**config.mk**
```make
export PLATFORM = sky130hd
export DESIGN_NAME = pfm_pad_ctrl
export DESIGN_NICKNAME = d
export VERILOG_FILES = /design/src/shared/pfm_pkg.sv /design/src/rtl/pfm_pad_ctrl.sv /design/src/rtl/pfm_pin_sel.sv
export VERILOG_INCLUDE_DIRS = /design/src /design/src/shared
export SDC_FILE = /design/constraint.sdc
export NUM_CORES = 1
export LEC_CHECK = 0
export ABC_AREA = 0
export BUFFER_PORTS_ARGS = -buffer_cell sky130_fd_sc_hd__buf_4
export CORE_ASPECT_RATIO = 0.8
export CORE_MARGIN = 2
export CORE_UTILIZATION = 51
export DETAILED_ROUTE_END_ITERATION = 10
export PLACE_DENSITY = 0.8
export SLEW_MARGIN = 5
export SYNTH_ARGS = -nofsm -noshare
export SYNTH_HDL_FRONTEND = slang
export SYNTH_SLANG_ARGS = --single-unit
export TNS_END_PERCENT = 1
```
**constraint.sdc**
```tcl
create_clock -name mclk -period 3.26 [get_ports mclk]
set_input_delay 0.489 -clock mclk [delete_from_list [all_inputs] [get_ports mclk]]
set_output_delay 0.489 -clock mclk [all_outputs]
set_load 0.1 [all_outputs]
```
**src/shared/pfm_map.svh**
```systemverilog
`ifndef PFM_MAP_SVH
`define PFM_MAP_SVH

// number of selectable functions per port f pin
`define PFM_FN_COUNT 6
`define PFM_PIN_COUNT 8

// function availability, six bits per pin, pin 7 in the top bits
// bit order: gpio, mii, parallel port, pwm, spi select, timer input
`define PFM_AVAIL_MAP 48'h76fb_efbc_fbf7

// pins whose mii function is an output (transmit bits)
`define PFM_MII_OUT_MASK 8'h05

// reset values of the external memory outputs
`define PFM_EMI_ADDR_RESET 19'h7_ffff
`define PFM_BE_RESET 2'h3

// clock and the hold time after reset release
`define PFM_MCLK_PERIOD_NS 8
`define PFM_POST_RESET_NS 40
`define PFM_POST_RESET_CYCLES \
  ((`PFM_POST_RESET_NS + `PFM_MCLK_PERIOD_NS - 1) / `PFM_MCLK_PERIOD_NS)

`endif

```
**src/shared/pfm_pkg.sv**
```systemverilog
package pfm_pkg;

  // -----------------------------------------------------------
  // pin functions
  // -----------------------------------------------------------
  typedef enum logic [2:0] {
    PFM_FN_GPIO,
    PFM_FN_MII,
    PFM_FN_PPI,
    PFM_FN_PWM,
    PFM_FN_SPI,
    PFM_FN_TMR
  } pfm_fn_e;

  typedef enum logic [1:0] {
    PFM_MODE_RESET,
    PFM_MODE_POST,
    PFM_MODE_RUN,
    PFM_MODE_HIBER
  } pfm_mode_e;

  // -----------------------------------------------------------
  // carriers
  // -----------------------------------------------------------
  typedef struct packed {
    logic [19:1] addr;
    logic [1:0] async_bank_select_n;
    logic async_read_en_n;
    logic async_write_en_n;
    logic sdram_row_strobe_n;
    logic sdram_col_strobe_n;
    logic sdram_write_en_n;
    logic sdram_clock_en;
    logic sdram_addr10;
    logic sdram_bank_select_n;
  } pfm_emi_s;

  typedef struct packed {
    logic mii_rx_bit2;
    logic mii_rx_bit3;
    logic mii_rx_clock;
    logic mii_rx_valid;
    logic mii_collision;
  } pfm_mii_rx_s;

  typedef struct packed {
    logic timer6_alt_clock;
    logic timer7_alt_clock;
    logic timer0_alt_clock;
    logic timer1_alt_clock;
    logic timer0_alt_capture;
    logic timer1_alt_capture;
  } pfm_tmr_s;

  // -----------------------------------------------------------
  // module state
  // -----------------------------------------------------------
  typedef struct packed {
    pfm_mode_e mode;
    logic [3:0] cnt;
    pfm_emi_s emi;
    logic emi_oe;
    logic [15:0] data_out;
    logic data_oe;
    logic data_ie;
    logic [1:0] byte_enable_or_mask;
    logic sync_mem_clock_out;
    logic buffered_crystal_out;
    logic xtal_oe;
    logic force_hiz;
  } pfm_state_s;

  typedef struct packed {
    pfm_fn_e sel;
    logic s1;
    logic s2;
    logic s3;
    logic stable;
    logic pad_out;
    logic pad_oe;
    logic pad_ie;
    logic [5:0] in_vec;
  } pfm_pin_state_s;

endpackage

```
**src/rtl/pfm_pad_ctrl.sv**
```systemverilog
// Functional notes
// - pins float in and right after reset except memory, control and crystal out
// - memory control and address outputs drive high in and right after reset
// - synchronous memory clock keeps toggling at system rate during reset
// - hibernate floats all outputs unless a pin says otherwise
// - input buffers of bidirectional pins stay disabled in and right after reset and in hibernate
// - reconfigurable pins start in default function, port f default is gpio
// - byte enables for async accesses, data masks for sync accesses
// - port f pins 0 to 7 offer parallel port data bit of same index
// - pins 0 to 6 offer mii tx2, rx2, tx3, rx3, rx clock, valid, collision
// - pins 1 to 6 offer pwm ah..cl, pin 7 pwm sync
// - pins 0,1,3,4 timer 6,7,0,1 clocks; pins 5,6 timer 0,1 captures
// - pin 0 offers spi b select 2, pin 7 spi a select 1
`timescale 1ns/1ns
`default_nettype none
`include "pfm_map.svh"

module pfm_pad_ctrl (
  // clock and reset
  input wire logic mclk,
  input wire logic reset,
  // power state
  input wire logic hibernate_req,
  // external memory controller side
  input wire pfm_pkg::pfm_emi_s emi_in,
  input wire logic [15:0] data_out_in,
  input wire logic data_oe_in,
  input wire logic [1:0] async_byte_enable,
  input wire logic [1:0] sync_data_mask,
  input wire logic mem_access_sync,
  input wire logic xtal_in,
  // external memory pads
  output pfm_pkg::pfm_emi_s emi_out,
  output logic emi_oe,
  output logic [15:0] data_out,
  output logic data_oe,
  output logic data_ie,
  output logic [1:0] byte_enable_or_mask,
  output logic sync_mem_clock_out,
  output logic buffered_crystal_out,
  output logic buffered_crystal_oe,
  // port f configuration, one 3-bit function code per pin
  input wire logic [23:0] pf_fn_sel,
  input wire logic [7:0] gpio_out,
  input wire logic [7:0] gpio_oe,
  input wire logic [7:0] gpio_ie,
  // peripheral outputs to port f
  input wire logic mii_tx_bit2,
  input wire logic mii_tx_bit3,
  input wire logic [7:0] parallel_port_out,
  input wire logic parallel_port_oe,
  input wire logic [5:0] pwm_out,
  input wire logic pwm_sync_out,
  input wire logic spi_b_select2,
  input wire logic spi_a_select1,
  // port f pads
  input wire logic [7:0] portf_pin_in,
  output logic [7:0] portf_pin_out,
  output logic [7:0] portf_pin_oe,
  output logic [7:0] portf_pin_ie,
  // peripheral inputs from port f
  output logic [7:0] gpio_in,
  output logic [7:0] parallel_port_in,
  output pfm_pkg::pfm_mii_rx_s mii_rx,
  output pfm_pkg::pfm_tmr_s timer_in
);
  import pfm_pkg::*;

  localparam logic [47:0] AVAIL_MAP = `PFM_AVAIL_MAP;
  localparam logic [7:0] MII_OUT = `PFM_MII_OUT_MASK;
  localparam logic [3:0] POST_CYCLES = 4'(`PFM_POST_RESET_CYCLES);

  pfm_state_s st;
  pfm_state_s next_st;

  // -----------------------------------------------------------
  // pad mode and external memory interface
  // -----------------------------------------------------------
  always_comb
  begin
    next_st = st;
    // system clock is mclk divided by two
    if (st.sync_mem_clock_out)
    begin
      next_st.sync_mem_clock_out = 1'b0;
    end
    else
    begin
      next_st.sync_mem_clock_out = 1'b1;
    end
    next_st.buffered_crystal_out = xtal_in;
    if (reset)
    begin
      next_st.mode = PFM_MODE_RESET;
      next_st.cnt = 4'h0;
    end
    else
    begin
      case (st.mode)
        PFM_MODE_RESET:
        begin
          next_st.mode = PFM_MODE_POST;
          next_st.cnt = 4'h0;
        end
        PFM_MODE_POST:
        begin
          next_st.cnt = st.cnt + 4'h1;
          if (st.cnt + 4'h1 >= POST_CYCLES)
          begin
            next_st.mode = PFM_MODE_RUN;
          end
        end
        PFM_MODE_RUN:
        begin
          if (hibernate_req)
          begin
            next_st.mode = PFM_MODE_HIBER;
          end
        end
        PFM_MODE_HIBER:
        begin
          if (!hibernate_req)
          begin
            next_st.mode = PFM_MODE_RUN;
          end
        end
        default:
        begin
          next_st.mode = PFM_MODE_RESET;
        end
      endcase
    end
    case (next_st.mode)
      PFM_MODE_RUN:
      begin
        next_st.emi = emi_in;
        next_st.emi_oe = 1'b1;
        next_st.data_out = data_out_in;
        next_st.data_oe = data_oe_in;
        next_st.data_ie = !data_oe_in;
        next_st.byte_enable_or_mask = mem_access_sync ?
          sync_data_mask : async_byte_enable;
        next_st.xtal_oe = 1'b1;
        next_st.force_hiz = 1'b0;
      end
      PFM_MODE_HIBER:
      begin
        next_st.emi_oe = 1'b0;
        next_st.data_oe = 1'b0;
        next_st.data_ie = 1'b0;
        next_st.xtal_oe = 1'b0;
        next_st.force_hiz = 1'b1;
      end
      default:
      begin
        // reset and the hold time after it
        next_st.emi = '1;
        next_st.emi.addr = `PFM_EMI_ADDR_RESET;
        next_st.emi_oe = 1'b1;
        next_st.byte_enable_or_mask = `PFM_BE_RESET;
        next_st.data_out = 16'h0000;
        next_st.data_oe = 1'b0;
        next_st.data_ie = 1'b0;
        next_st.xtal_oe = 1'b1;
        next_st.force_hiz = 1'b1;
      end
    endcase
  end

  always_ff @(posedge mclk)
  begin
    st <= next_st;
  end

  assign emi_out = st.emi;
  assign emi_oe = st.emi_oe;
  assign data_out = st.data_out;
  assign data_oe = st.data_oe;
  assign data_ie = st.data_ie;
  assign byte_enable_or_mask = st.byte_enable_or_mask;
  assign sync_mem_clock_out = st.sync_mem_clock_out;
  assign buffered_crystal_out = st.buffered_crystal_out;
  assign buffered_crystal_oe = st.xtal_oe;

  // -----------------------------------------------------------
  // port f function routing
  // -----------------------------------------------------------
  logic [7:0] mii_pin_out;
  logic [7:0] pwm_pin_out;
  logic [7:0] spi_pin_out;
  logic [5:0] pin_in [8];

  assign mii_pin_out = {5'h00, mii_tx_bit3, 1'b0, mii_tx_bit2};
  assign pwm_pin_out = {pwm_sync_out, pwm_out, 1'b0};
  assign spi_pin_out = {spi_a_select1, 6'h00, spi_b_select2};

  genvar gi;
  generate
    for (gi = 0; gi < 8; gi++)
    begin : g_pin
      logic [5:0] out_v;
      logic [5:0] oe_v;
      logic [5:0] ie_v;
      assign out_v = {1'b0, spi_pin_out[gi], pwm_pin_out[gi],
                      parallel_port_out[gi], mii_pin_out[gi], gpio_out[gi]};
      assign oe_v = {1'b0, 1'b1, 1'b1, parallel_port_oe, MII_OUT[gi], gpio_oe[gi]};
      assign ie_v = {1'b1, 1'b0, 1'b0, !parallel_port_oe, !MII_OUT[gi],
                     gpio_ie[gi]};
      pfm_pin_sel #(
        .AVAIL(AVAIL_MAP[gi*6 +: 6])
      ) u_sel (
        .mclk(mclk),
        .reset(reset),
        .force_hiz(st.force_hiz),
        .fn_sel(pf_fn_sel[gi*3 +: 3]),
        .out_vec(out_v),
        .oe_vec(oe_v),
        .ie_vec(ie_v),
        .pad_in(portf_pin_in[gi]),
        .pad_out(portf_pin_out[gi]),
        .pad_oe(portf_pin_oe[gi]),
        .pad_ie(portf_pin_ie[gi]),
        .in_vec(pin_in[gi])
      );
      assign gpio_in[gi] = pin_in[gi][0];
      assign parallel_port_in[gi] = pin_in[gi][2];
    end
  endgenerate

  // -----------------------------------------------------------
  // inputs to peripherals
  // -----------------------------------------------------------
  assign mii_rx.mii_rx_bit2 = pin_in[1][1];
  assign mii_rx.mii_rx_bit3 = pin_in[3][1];
  assign mii_rx.mii_rx_clock = pin_in[4][1];
  assign mii_rx.mii_rx_valid = pin_in[5][1];
  assign mii_rx.mii_collision = pin_in[6][1];
  assign timer_in.timer6_alt_clock = pin_in[0][5];
  assign timer_in.timer7_alt_clock = pin_in[1][5];
  assign timer_in.timer0_alt_clock = pin_in[3][5];
  assign timer_in.timer1_alt_clock = pin_in[4][5];
  assign timer_in.timer0_alt_capture = pin_in[5][5];
  assign timer_in.timer1_alt_capture = pin_in[6][5];

endmodule
`default_nettype wire

```
**src/rtl/pfm_pin_sel.sv**
```systemverilog
`timescale 1ns/1ns
`default_nettype none
`include "pfm_map.svh"

module pfm_pin_sel #(
  parameter logic [5:0] AVAIL = 6'h01
) (
  // clock and reset
  input wire logic mclk,
  input wire logic reset,
  // control
  input wire logic force_hiz,
  input wire logic [2:0] fn_sel,
  // per-function drive, enable and input request
  input wire logic [5:0] out_vec,
  input wire logic [5:0] oe_vec,
  input wire logic [5:0] ie_vec,
  // pad
  input wire logic pad_in,
  output logic pad_out,
  output logic pad_oe,
  output logic pad_ie,
  // per-function input value, inactive when not selected
  output logic [5:0] in_vec
);
  import pfm_pkg::*;

  pfm_pin_state_s st;
  pfm_pin_state_s next_st;
  logic [2:0] idx;

  always_comb
  begin
    next_st = st;
    next_st.s1 = pad_in;
    next_st.s2 = st.s1;
    next_st.s3 = st.s2;
    if (st.s2 == st.s3)
    begin
      next_st.stable = st.s3;
    end
    // default function while forced, only offered functions otherwise
    if (force_hiz)
    begin
      next_st.sel = PFM_FN_GPIO;
    end
    else if (fn_sel < 3'(`PFM_FN_COUNT) && AVAIL[fn_sel])
    begin
      next_st.sel = pfm_fn_e'(fn_sel);
    end
    idx = st.sel;
    // single driver per pad, inputs of other functions held low
    next_st.pad_oe = !force_hiz && oe_vec[idx];
    next_st.pad_out = out_vec[idx];
    next_st.pad_ie = !force_hiz && ie_vec[idx];
    next_st.in_vec = 6'h00;
    if (next_st.pad_ie)
    begin
      next_st.in_vec[idx] = st.stable;
    end
  end

  always_ff @(posedge mclk)
  begin
    if (reset)
    begin
      st <= '0;
    end
    else
    begin
      st <= next_st;
    end
  end

  assign pad_out = st.pad_out;
  assign pad_oe = st.pad_oe;
  assign pad_ie = st.pad_ie;
  assign in_vec = st.in_vec;

endmodule
`default_nettype wire

```
==> impl_metrics.toml, run 1 <==
[final_layout]
syn_to_final_growth_pct = 22.13
nFillCells = 1172
mostFrequentLayoutCell = "buf_4"
nets = 974
regArea_um2 = 3794
drive_above_1_share = 0.3728
multiInputGateArea_um2 = 2490
mostFrequentLayoutCells = "buf_4 (240), dfxtp_1 (119), nor2_1 (57)"

[floorplan]
die_h_um = 111.3
die_w_um = 138.1
coreArea_um2 = 14150
die_area_um2 = 15370
initial_core_util = 0.5186
num_rows = 39
num_io_pins = 235

[critical_path]
worstPathRequired_ns = 3.41
cp_max_fo = 21
cp.arrival_ns = 2.28
cp-end-kind = "flop"
crit_type = "reg -> reg"
cp-start-kind = "flop"

[route]
drt-total-wl_mm = 14.93
drcViolationCount = 0
vias = 5182
detail-route-antenna-nets = 0
via_per_inst = 4.992
wl_per_cell_um = 14.39
drt_pre_antenna_iters = 4
drt_iter0_markers = 295

[sta]
worst_pin_slew_ns = 0.9297
relSlewSlack = 0.3802
hold_violations = 0
rsz0062_at_grt = "false"
timing.fmax_mhz = 469.6
finalCriticalPeriod_ns = 2.129
period_share = 0.6532
fin_setup_tns_ns = 0
hold_ws_ns = 0.1728
setup_viol = 0
drv_slew = 0
finalClockSkew_ns = 0.005407

[power]
p_leak_nw = 3.645
p_total_mw = 4.442
power_density_nw_per_um2 = 495.6
ir_drop_mv = 0.3660

[synth]
synth-seq-cells = 166
synth_area_leaders = "dfxtp_1 (32%), edfxtp_1 (19%), buf_4 (10%)"
synth_top_area_cell = "dfxtp_1"
synthCells = 723
dominantRegCellSynth = "dfxtp_1"
synth_edf_count = 47
yosysTopAreaCellShare = 0.3246
syn_avg_cell_area_um2 = 10.15
ys_types = 55
synth-seq-area-share = 0.5170
async_flop_share = 0
yosys_warnings = 0
syn_area_um2 = 7338
syn-num-nets = 857

[grt]
antenna_found_initial = 1
grt_pass1_vias = 4942
grt_max_degree = 50
track_usage = 0.1975
overflow = 0
grt_pass1_wl_mm = 24.60

[clocking]
cts-root-buf = "clkbuf_16"
clock_path_buffers = 2
post_cts_buffers = 0
ctsHoldBuffers = 0
clock_sinks = 166
clk_pin_slew_ns = 0.06
htreeDepth = 4
numCtsBuffers = 17
tritoncts = "yes"
clock_latency_ns = 0.41
cts_resized = 0

[placement]
gp_congestion = 0.8110
dp_hpwl_mm = 10.55
io_buffers = 234

[job]
max_cap_violations = 0

[status]
status = "complete, no violations"

[worst_hold_path]
holdCritPathClass = "in -> reg"
==> power by group <==
part	internal, mW	switching [mW]	leakage [nW]	total, mW
combinational	0.164	0.176	1.94	0.340
sequential	2.13	0.0113	1.41	2.15
clock	1.19	0.769	0.295	1.96
==> cell usage after synthesis, drive strengths merged, types with 2 or more instances <==
cell type	n
or3	5
a211oi	3
o21a	7
edfxtp	47
inv	15
or3b	4
o21ai	50
a21oi	57
a22oi	5
dfxtp	119
o21bai	2
nand2	28
nor3	20
o211a	2
nor4b	6
a21o	6
clkbuf	15
nand2b	39
nor3b	3
o211ai	5
nand3b	7
and3	8
mux2i	11
mux2	2
or2	3
nand3	7
a31oi	2
buf	127
nor2b	42
nor2	57
nor4	8
ha	3
==> routing by layer <==
metal / track usage / wire length [um] / vias to the layer above
met2: 0.3017 / 6875 / 157
met1: 0.2608 / 6736 / 2398
met5: 0 / 0 / -
li1: - / - / 2602
met4: 0.07075 / 306 / 0
met3: 0.06911 / 1013 / 25
==> metrics by stage <==
stage                     instance area (um^2)  utilization  cells  worst slack, ns
after floorplan                           7338            -    723           0.4244
after global placement                    8372       0.5916   1005            1.194
after detailed placement                  8372       0.5916   1005            1.127
after CTS                                 8960       0.6332   1037            1.119
after global routing                      8960       0.6332   1037           0.9898
final                                     8962       0.6333   1038            1.131
==> state kept, by name (all words and copies together), names as in the netlist <==
signal,count
buffered_crystal_out,1
emi_out,29
byte_enable_or_mask,2
data_out,16
emi_oe,1
g_pin.u_sel.pad_ie,8
data_oe,1
g_pin.u_sel.idx,24
g_pin.u_sel.next_st,16
st,7
g_pin.u_sel.pad_oe,8
data_ie,1
g_pin.u_sel.pad_out,8
sync_mem_clock_out,1
g_pin.u_sel.in_vec,27
g_pin.u_sel.st,16
==> final timing paths <==
kind	start	endpoint	slack, ns	cells after the start
worst max-delay path	st[55]$_SDFFE_PP0P_	emi_out[2]$_SDFFCE_PP1P_	1.13	5
worst min-delay path	xtal_in	buffered_crystal_out$_DFF_P_	0.17	1
worst max register to register	st[55]$_SDFFE_PP0P_	emi_out[2]$_SDFFCE_PP1P_	1.13	5
worst min register to register	sync_mem_clock_out$_DFF_P_	sync_mem_clock_out$_DFF_P_	0.38	1
==> cells by family after synthesis <==
family                   synth area share
AO/OA/AOI/OAI                      0.1287
XOR/XNOR                         0.002217
adder cells (fa/ha/maj)          0.005116
buffers and inverters              0.1442
flip-flops                         0.5170
multiplexers                      0.02165
AND/OR/NAND/NOR                    0.1811
==> cell type report <==
cell class,instances,share of cell area
well taps,184,0.02569
inverters,15,0.006282
flip-flops and latches,166,0.4233
clock inverters,7,0.007399
diodes,1,0.0002792
repair buffers,240,0.2010
multi-input cells,400,0.2778
clock buffers,25,0.05822
==> worst max-delay path, cell delays in order, from the launching register on <==
cell and delay, ns:
dfxtp_1 0.39, ha_1 0.25, xor2_2 0.24, a31o_2 0.57, buf_4 0.33, o21ai_2 0.07
(Power assumes the default switching activity.)
==> inputs of run 2 (changes only) <==
ABC_AREA = 1   (was 0)
CORE_UTILIZATION = 45   (was 51)
PLACE_DENSITY = 0.76   (was 0.8)
clock period = 1.8 ns   (was 3.26 ns; I/O delays follow)
==> impl_metrics.toml, run 2 <==
[clocking]
clock_path_buffers = 2
clk_pin_slew_ns = 0.06
clock_sinks = 166
cts-root-buf = "clkbuf_16"
htreeDepth = 4
tritoncts = "yes"
clock_latency_ns = 0.41
numCtsBuffers = 17

[sta]
worst_pin_slew_ns = 0.5246
finalCriticalPeriod_ns = 1.688
drv_slew = 0
finalClockSkew_ns = 0.007666
timing.fmax_mhz = 592.3
fin_ws_ns = 0.1116
period_share = 0.9380
hold_ws_ns = 0.05700
hold_violations = 0
relSlewSlack = 0.6498
setup_viol = 0

[grt]
grt_max_degree = 33
grt_pass1_vias = 4855
grt_pass1_wl_mm = 23.83
overflow = 0
track_usage = 0.1870
antenna_found_initial = 0

[synth]
syn_area_um2 = 6899
yosysTopAreaCellShare = 0.3453
synth-seq-area-share = 0.5499
synthCells = 768
dominantRegCellSynth = "dfxtp_1"
ys_types = 31
yosys_warnings = 0
synth_edf_count = 47
async_flop_share = 0
syn-num-nets = 902
yosysMostFrequentCell = "dfxtp_1"
synth_area_leaders = "dfxtp_1 (35%), edfxtp_1 (20%), buf_4 (11%)"
synth_common_cells = "dfxtp_1 (119), inv_1 (112), nor2_1 (107), buf_4 (99), o21ai_0 (51)"
synth_top_area_cell = "dfxtp_1"
syn_avg_cell_area_um2 = 8.983
synth-seq-cells = 166

[critical_path]
crit_path_start = "st[54]$_SDFFE_PP0P_"
path_delay_family = "simple AND/OR/NAND/NOR gates"
crit_path_end = "emi_out[12]$_SDFFCE_PP1P_"
cp_slowest_cell = "dfxtp_1"
slowest_delay_ns = 0.34
rrSetupSlack_ns = 0.11
cp-end-kind = "flop"
timing.rr.end = "emi_out[12]$_SDFFCE_PP1P_"
cp.arrival_ns = 1.81
r2r_cells = 9
cp_max_fo = 7
path_buf_inv = 2
cp.depth = 9
crit_type = "reg -> reg"
cp-start-kind = "flop"
worstPathRequired_ns = 1.92
r2r-start = "st[54]$_SDFFE_PP0P_"
crit_chain = "ha_1 -> nand2_1 -> inv_1 -> nor2_1 -> nand3_1 -> nand3_2 -> nor2_2 -> nand2_4 -> buf_4"

[floorplan]
die_h_um = 114.7
die_w_um = 142.4
num_io_pins = 235
initial_core_util = 0.4595
num_rows = 40
die_area_um2 = 16340
coreArea_um2 = 15010

[final_layout]
final_area_um2 = 8887
mostFrequentLayoutCells = "buf_4 (245), dfxtp_1 (118), inv_1 (112)"
mostFrequentLayoutCell = "buf_4"
nFillCells = 1335
antennaDiodeCount = 0
drive_above_1_share = 0.3262
layoutNonFillerInstCount = 1124
nets = 1056
largest_reg_flops = 29
syn_to_final_growth_pct = 28.82

[route]
drt-total-wl_mm = 15.47
drt_iter0_markers = 272
drt_pre_antenna_iters = 5
drcViolationCount = 0
detail-route-antenna-nets = 0
wl_per_cell_um = 13.76
via_per_inst = 4.672
vias = 5251

[power]
p_leak_nw = 4.066
p_total_mw = 8.205
ir_drop_mv = 0.5885
power_density_nw_per_um2 = 923.2

[placement]
dp_cells = 1086
dp_hpwl_mm = 11.29
gp_congestion = 0.8608
dp_slack_ns = 0.05054
placed_cell_area_um2 = 8210
io_buffers = 234

[worst_hold_path]
holdCritPathClass = "in -> reg"

[status]
status = "complete, no violations"

[job]
max_cap_violations = 0
-- run 2: cell count changes after synthesis, moves of 21 or more --
cell      before  now
nor2_1        57  107
nand2b_1      39    1
nor2b_1       40    0
nand3b_1       7   29
nand2_1       28   49
o21ai_0       19   51
o21ai_2       21    0
inv_1         15  112
-- run 2: per-layer routing --
metal | global-route usage | wire (um) | up-vias
li1 | - | - | 2673
met1 | 0.2434 | 6904 | 2420
met2 | 0.3053 | 7555 | 142
met3 | 0.04915 | 761 | 16
met4 | 0.06469 | 242 | 0
met5 | 0 | 0 | -
-- run 2: worst min-delay path by stage --
stage	from	cells after the start	slack (ns)	to
detailed placement	sync_mem_clock_out$_DFF_P_	1	0.37	sync_mem_clock_out$_DFF_P_
global route	portf_pin_in[1]	3	0.05	g_pin[1].u_sel.next_st[11]$_SDFF_PP0_
CTS	portf_pin_in[1]	3	0.04	g_pin[1].u_sel.next_st[11]$_SDFF_PP0_
global placement	sync_mem_clock_out$_DFF_P_	1	0.36	sync_mem_clock_out$_DFF_P_
finish	portf_pin_in[2]	3	0.06	g_pin[2].u_sel.next_st[11]$_SDFF_PP0_
floorplan	xtal_in	0	0.30	buffered_crystal_out$_DFF_P_
-- run 2: cell type report --
type	count	area (um^2)	area share
sequential	166	3795	0.4270
timing repair buffer	251	1939	0.2182
multi-input combinational	371	1868	0.2102
clock buffer	23	533.0	0.05997
inverter	115	431.7	0.04857
tap	189	236.5	0.02661
clock inverter	9	83.83	0.009433
-- run 2: worst min-delay path, cell delays in order --
cell and delay, ns:
buf_4 0.08, inv_1 0.03, nor2_1 0.06
-- run 2: metrics by stage --
stage            TNS, ns    util
2_1_floorplan          0       -
3_3_place_gp           0  0.5468
3_5_place_dp           0  0.5468
4_1_cts                0  0.5893
5_1_grt        -0.005617  0.5919
6_report               0  0.5919
-- run 2: kinds of logic after synthesis --
| family | count (synthesis) | synth area share |
|---|---|---|
| buffers and inverters | 231 | 0.1821 |
| multiplexers | 2 | 0.002902 |
| AND/OR/NAND/NOR | 258 | 0.1759 |
| AO/OA/AOI/OAI | 108 | 0.08379 |
| adder cells (fa/ha/maj) | 3 | 0.005441 |
| flip-flops | 166 | 0.5499 |
-- run 2: what timing repair did --
action	4_1_cts	5_1_grt
setup endpoints to repair	0	59
endpoints found under the hold margin	2	0
gates resized for setup	0	2
hold buffers	2	0
setup buffers	0	4
-- run 2: power by group --
part           switching (mW)  internal (mW)  leakage, nW  total (mW)
clock network            1.44           2.23        0.308        3.68
logic                   0.350          0.282         2.35       0.633
registers              0.0214           3.87         1.41        3.89
==> inputs of run 3 (changes only) <==
RECOVER_POWER = 50   (was default)
==> impl_metrics.toml, run 3 (synthesis results as in run 2) <==
[route]
drt_iter0_markers = 244
wl_per_cell_um = 13.76
via_per_inst = 4.685
drt-total-wl_mm = 15.46
vias = 5266
drt_pre_antenna_iters = 5
drcViolationCount = 0
detail-route-antenna-nets = 0

[power]
switching_share = 0.2216
ir_drop_mv = 0.5886
p_leak_nw = 4.013
comb_power_share = 0.076
p_total_mw = 8.194
internal-power_mw = 6.378
seqPwrFrac = 0.475
power_density_nw_per_um2 = 938.9
power.switching_mw = 1.816
clkPwrFrac = 0.449

[floorplan]
coreArea_um2 = 15010
initial_core_util = 0.4595
num_io_pins = 235
die_area_um2 = 16340
die_h_um = 114.7
num_rows = 40
die_w_um = 142.4

[sta]
finalCriticalPeriod_ns = 1.686
setup_viol = 0
timing.fmax_mhz = 593.1
relSlewSlack = 0.2220
hold_violations = 0
drv_slew = 0
period_share = 0.9366
worst_pin_slew_ns = 1.167
finalClockSkew_ns = 0.006822

[grt]
grt_max_degree = 33
track_usage = 0.1870
grt_pass1_wl_mm = 23.83
antenna_found_initial = 0
overflow = 0
grt_pass1_vias = 4855

[placement]
gp_congestion = 0.8608
dp_hpwl_mm = 11.29
placed_cell_area_um2 = 8210
io_buffers = 234

[critical_path]
cp.arrival_ns = 1.81
cp_max_fo = 7
cp-start-kind = "flop"
crit_type = "reg -> reg"
rrSetupSlack_ns = 0.11
cp-end-kind = "flop"
crit_path_end = "emi_out[12]$_SDFFCE_PP1P_"
r2r_cells = 9
timing.rr.end = "emi_out[12]$_SDFFCE_PP1P_"
crit_chain = "ha_1 -> nand2_1 -> inv_1 -> nor2_1 -> nand3_1 -> nand3_2 -> nor2_2 -> nand2_4 -> buf_4"
slowest_delay_ns = 0.34
worstPathRequired_ns = 1.92
r2r-start = "st[54]$_SDFFE_PP0P_"
cp_slowest_cell = "dfxtp_1"
crit_path_start = "st[54]$_SDFFE_PP0P_"

[final_layout]
antennaDiodeCount = 0
drive_above_1_share = 0.3230
nets = 1056
syn_to_final_growth_pct = 26.50
final_area_um2 = 8727
mostFrequentLayoutCells = "buf_4 (182), dfxtp_1 (118), inv_1 (112)"
mostFrequentLayoutCell = "buf_4"
largest_reg_flops = 29

[clocking]
numCtsBuffers = 17
clock_latency_ns = 0.41
htreeDepth = 4
tritoncts = "yes"
cts-root-buf = "clkbuf_16"
clock_sinks = 166
clk_pin_slew_ns = 0.06
clock_path_buffers = 2

[job]
max_cap_violations = 0

[worst_hold_path]
min_path_cells = 3
holdCritPathClass = "in -> reg"

[status]
status = "complete, no violations"
run 3: changes by cell type in the layout (fill, tap and decap cells not counted):
cell	delta
clkbuf_1	+2
nor2_2	-1
clkbuf_4	+1
buf_4	-63
nor2_1	+1
clkbuf_2	+60
run 3: critical path, delay by kind of cell, from the launching register on:
family                   cells  cell delay, ns
AND/OR/NAND/NOR              6            0.61
flip-flops                   1            0.34
buffers and inverters        2            0.22
adder cells (fa/ha/maj)      1            0.21
run 3: stage by stage:
stage	utilization	setup TNS (ns)	instances	setup WS (ns)	hold WS, ns
final	0.5813	0	1124	0.1141	0.05689
after global routing	0.5813	-0.004871	1124	-0.004871	0.05103
after CTS	0.5893	0	1120	0.04455	0.03666
after detailed placement	0.5468	0	1086	0.05054	0.3676
after global placement	0.5468	0	1086	0.1213	0.3604
after floorplan	-	0	768	0.01125	0.2977
run 3: timing repair:
item,in CTS,in global routing
hold buffers,2,0
setup buffers,0,4
resized for setup,0,2
setup endpoints to repair,0,59
endpoints found under the hold margin,2,0
run 3: how the worst min path moves through the flow:
stage / slack, ns / startpoint / end
6_report: 0.06 / portf_pin_in[2] / g_pin[2].u_sel.next_st[11]$_SDFF_PP0_
3_5_place_dp: 0.37 / sync_mem_clock_out$_DFF_P_ / sync_mem_clock_out$_DFF_P_
4_1_cts: 0.04 / portf_pin_in[1] / g_pin[1].u_sel.next_st[11]$_SDFF_PP0_
3_3_place_gp: 0.36 / sync_mem_clock_out$_DFF_P_ / sync_mem_clock_out$_DFF_P_
2_1_floorplan: 0.30 / xtal_in / buffered_crystal_out$_DFF_P_
5_1_grt: 0.05 / portf_pin_in[1] / g_pin[1].u_sel.next_st[11]$_SDFF_PP0_
run 3: power by group through the flow:
stage | clock (mW) | sequential [mW] | combinational [mW]
after floorplan | 0 | 3.98 | 0.332
after global placement | 0 | 3.97 | 0.620
after detailed placement | 0 | 3.98 | 0.625
after CTS | 3.76 | 3.89 | 0.633
after global routing | 3.94 | 3.90 | 0.671
final | 3.68 | 3.89 | 0.621
run 3: layer usage:
metal,routed length [um],track usage
met1,6944,0.2434
met2,7570,0.3053
met3,725,0.04915
met4,223,0.06469
met5,0,0
run 3: area by class of cell:
cell class,instances,area [um^2]
clock inverters,9,83.83
repair buffers,251,1782
multi-input cells,371,1866
clock buffers,23,533.0
inverters,115,431.7
flip-flops and latches,166,3795
fillers,1373,6287
well taps,189,236.5
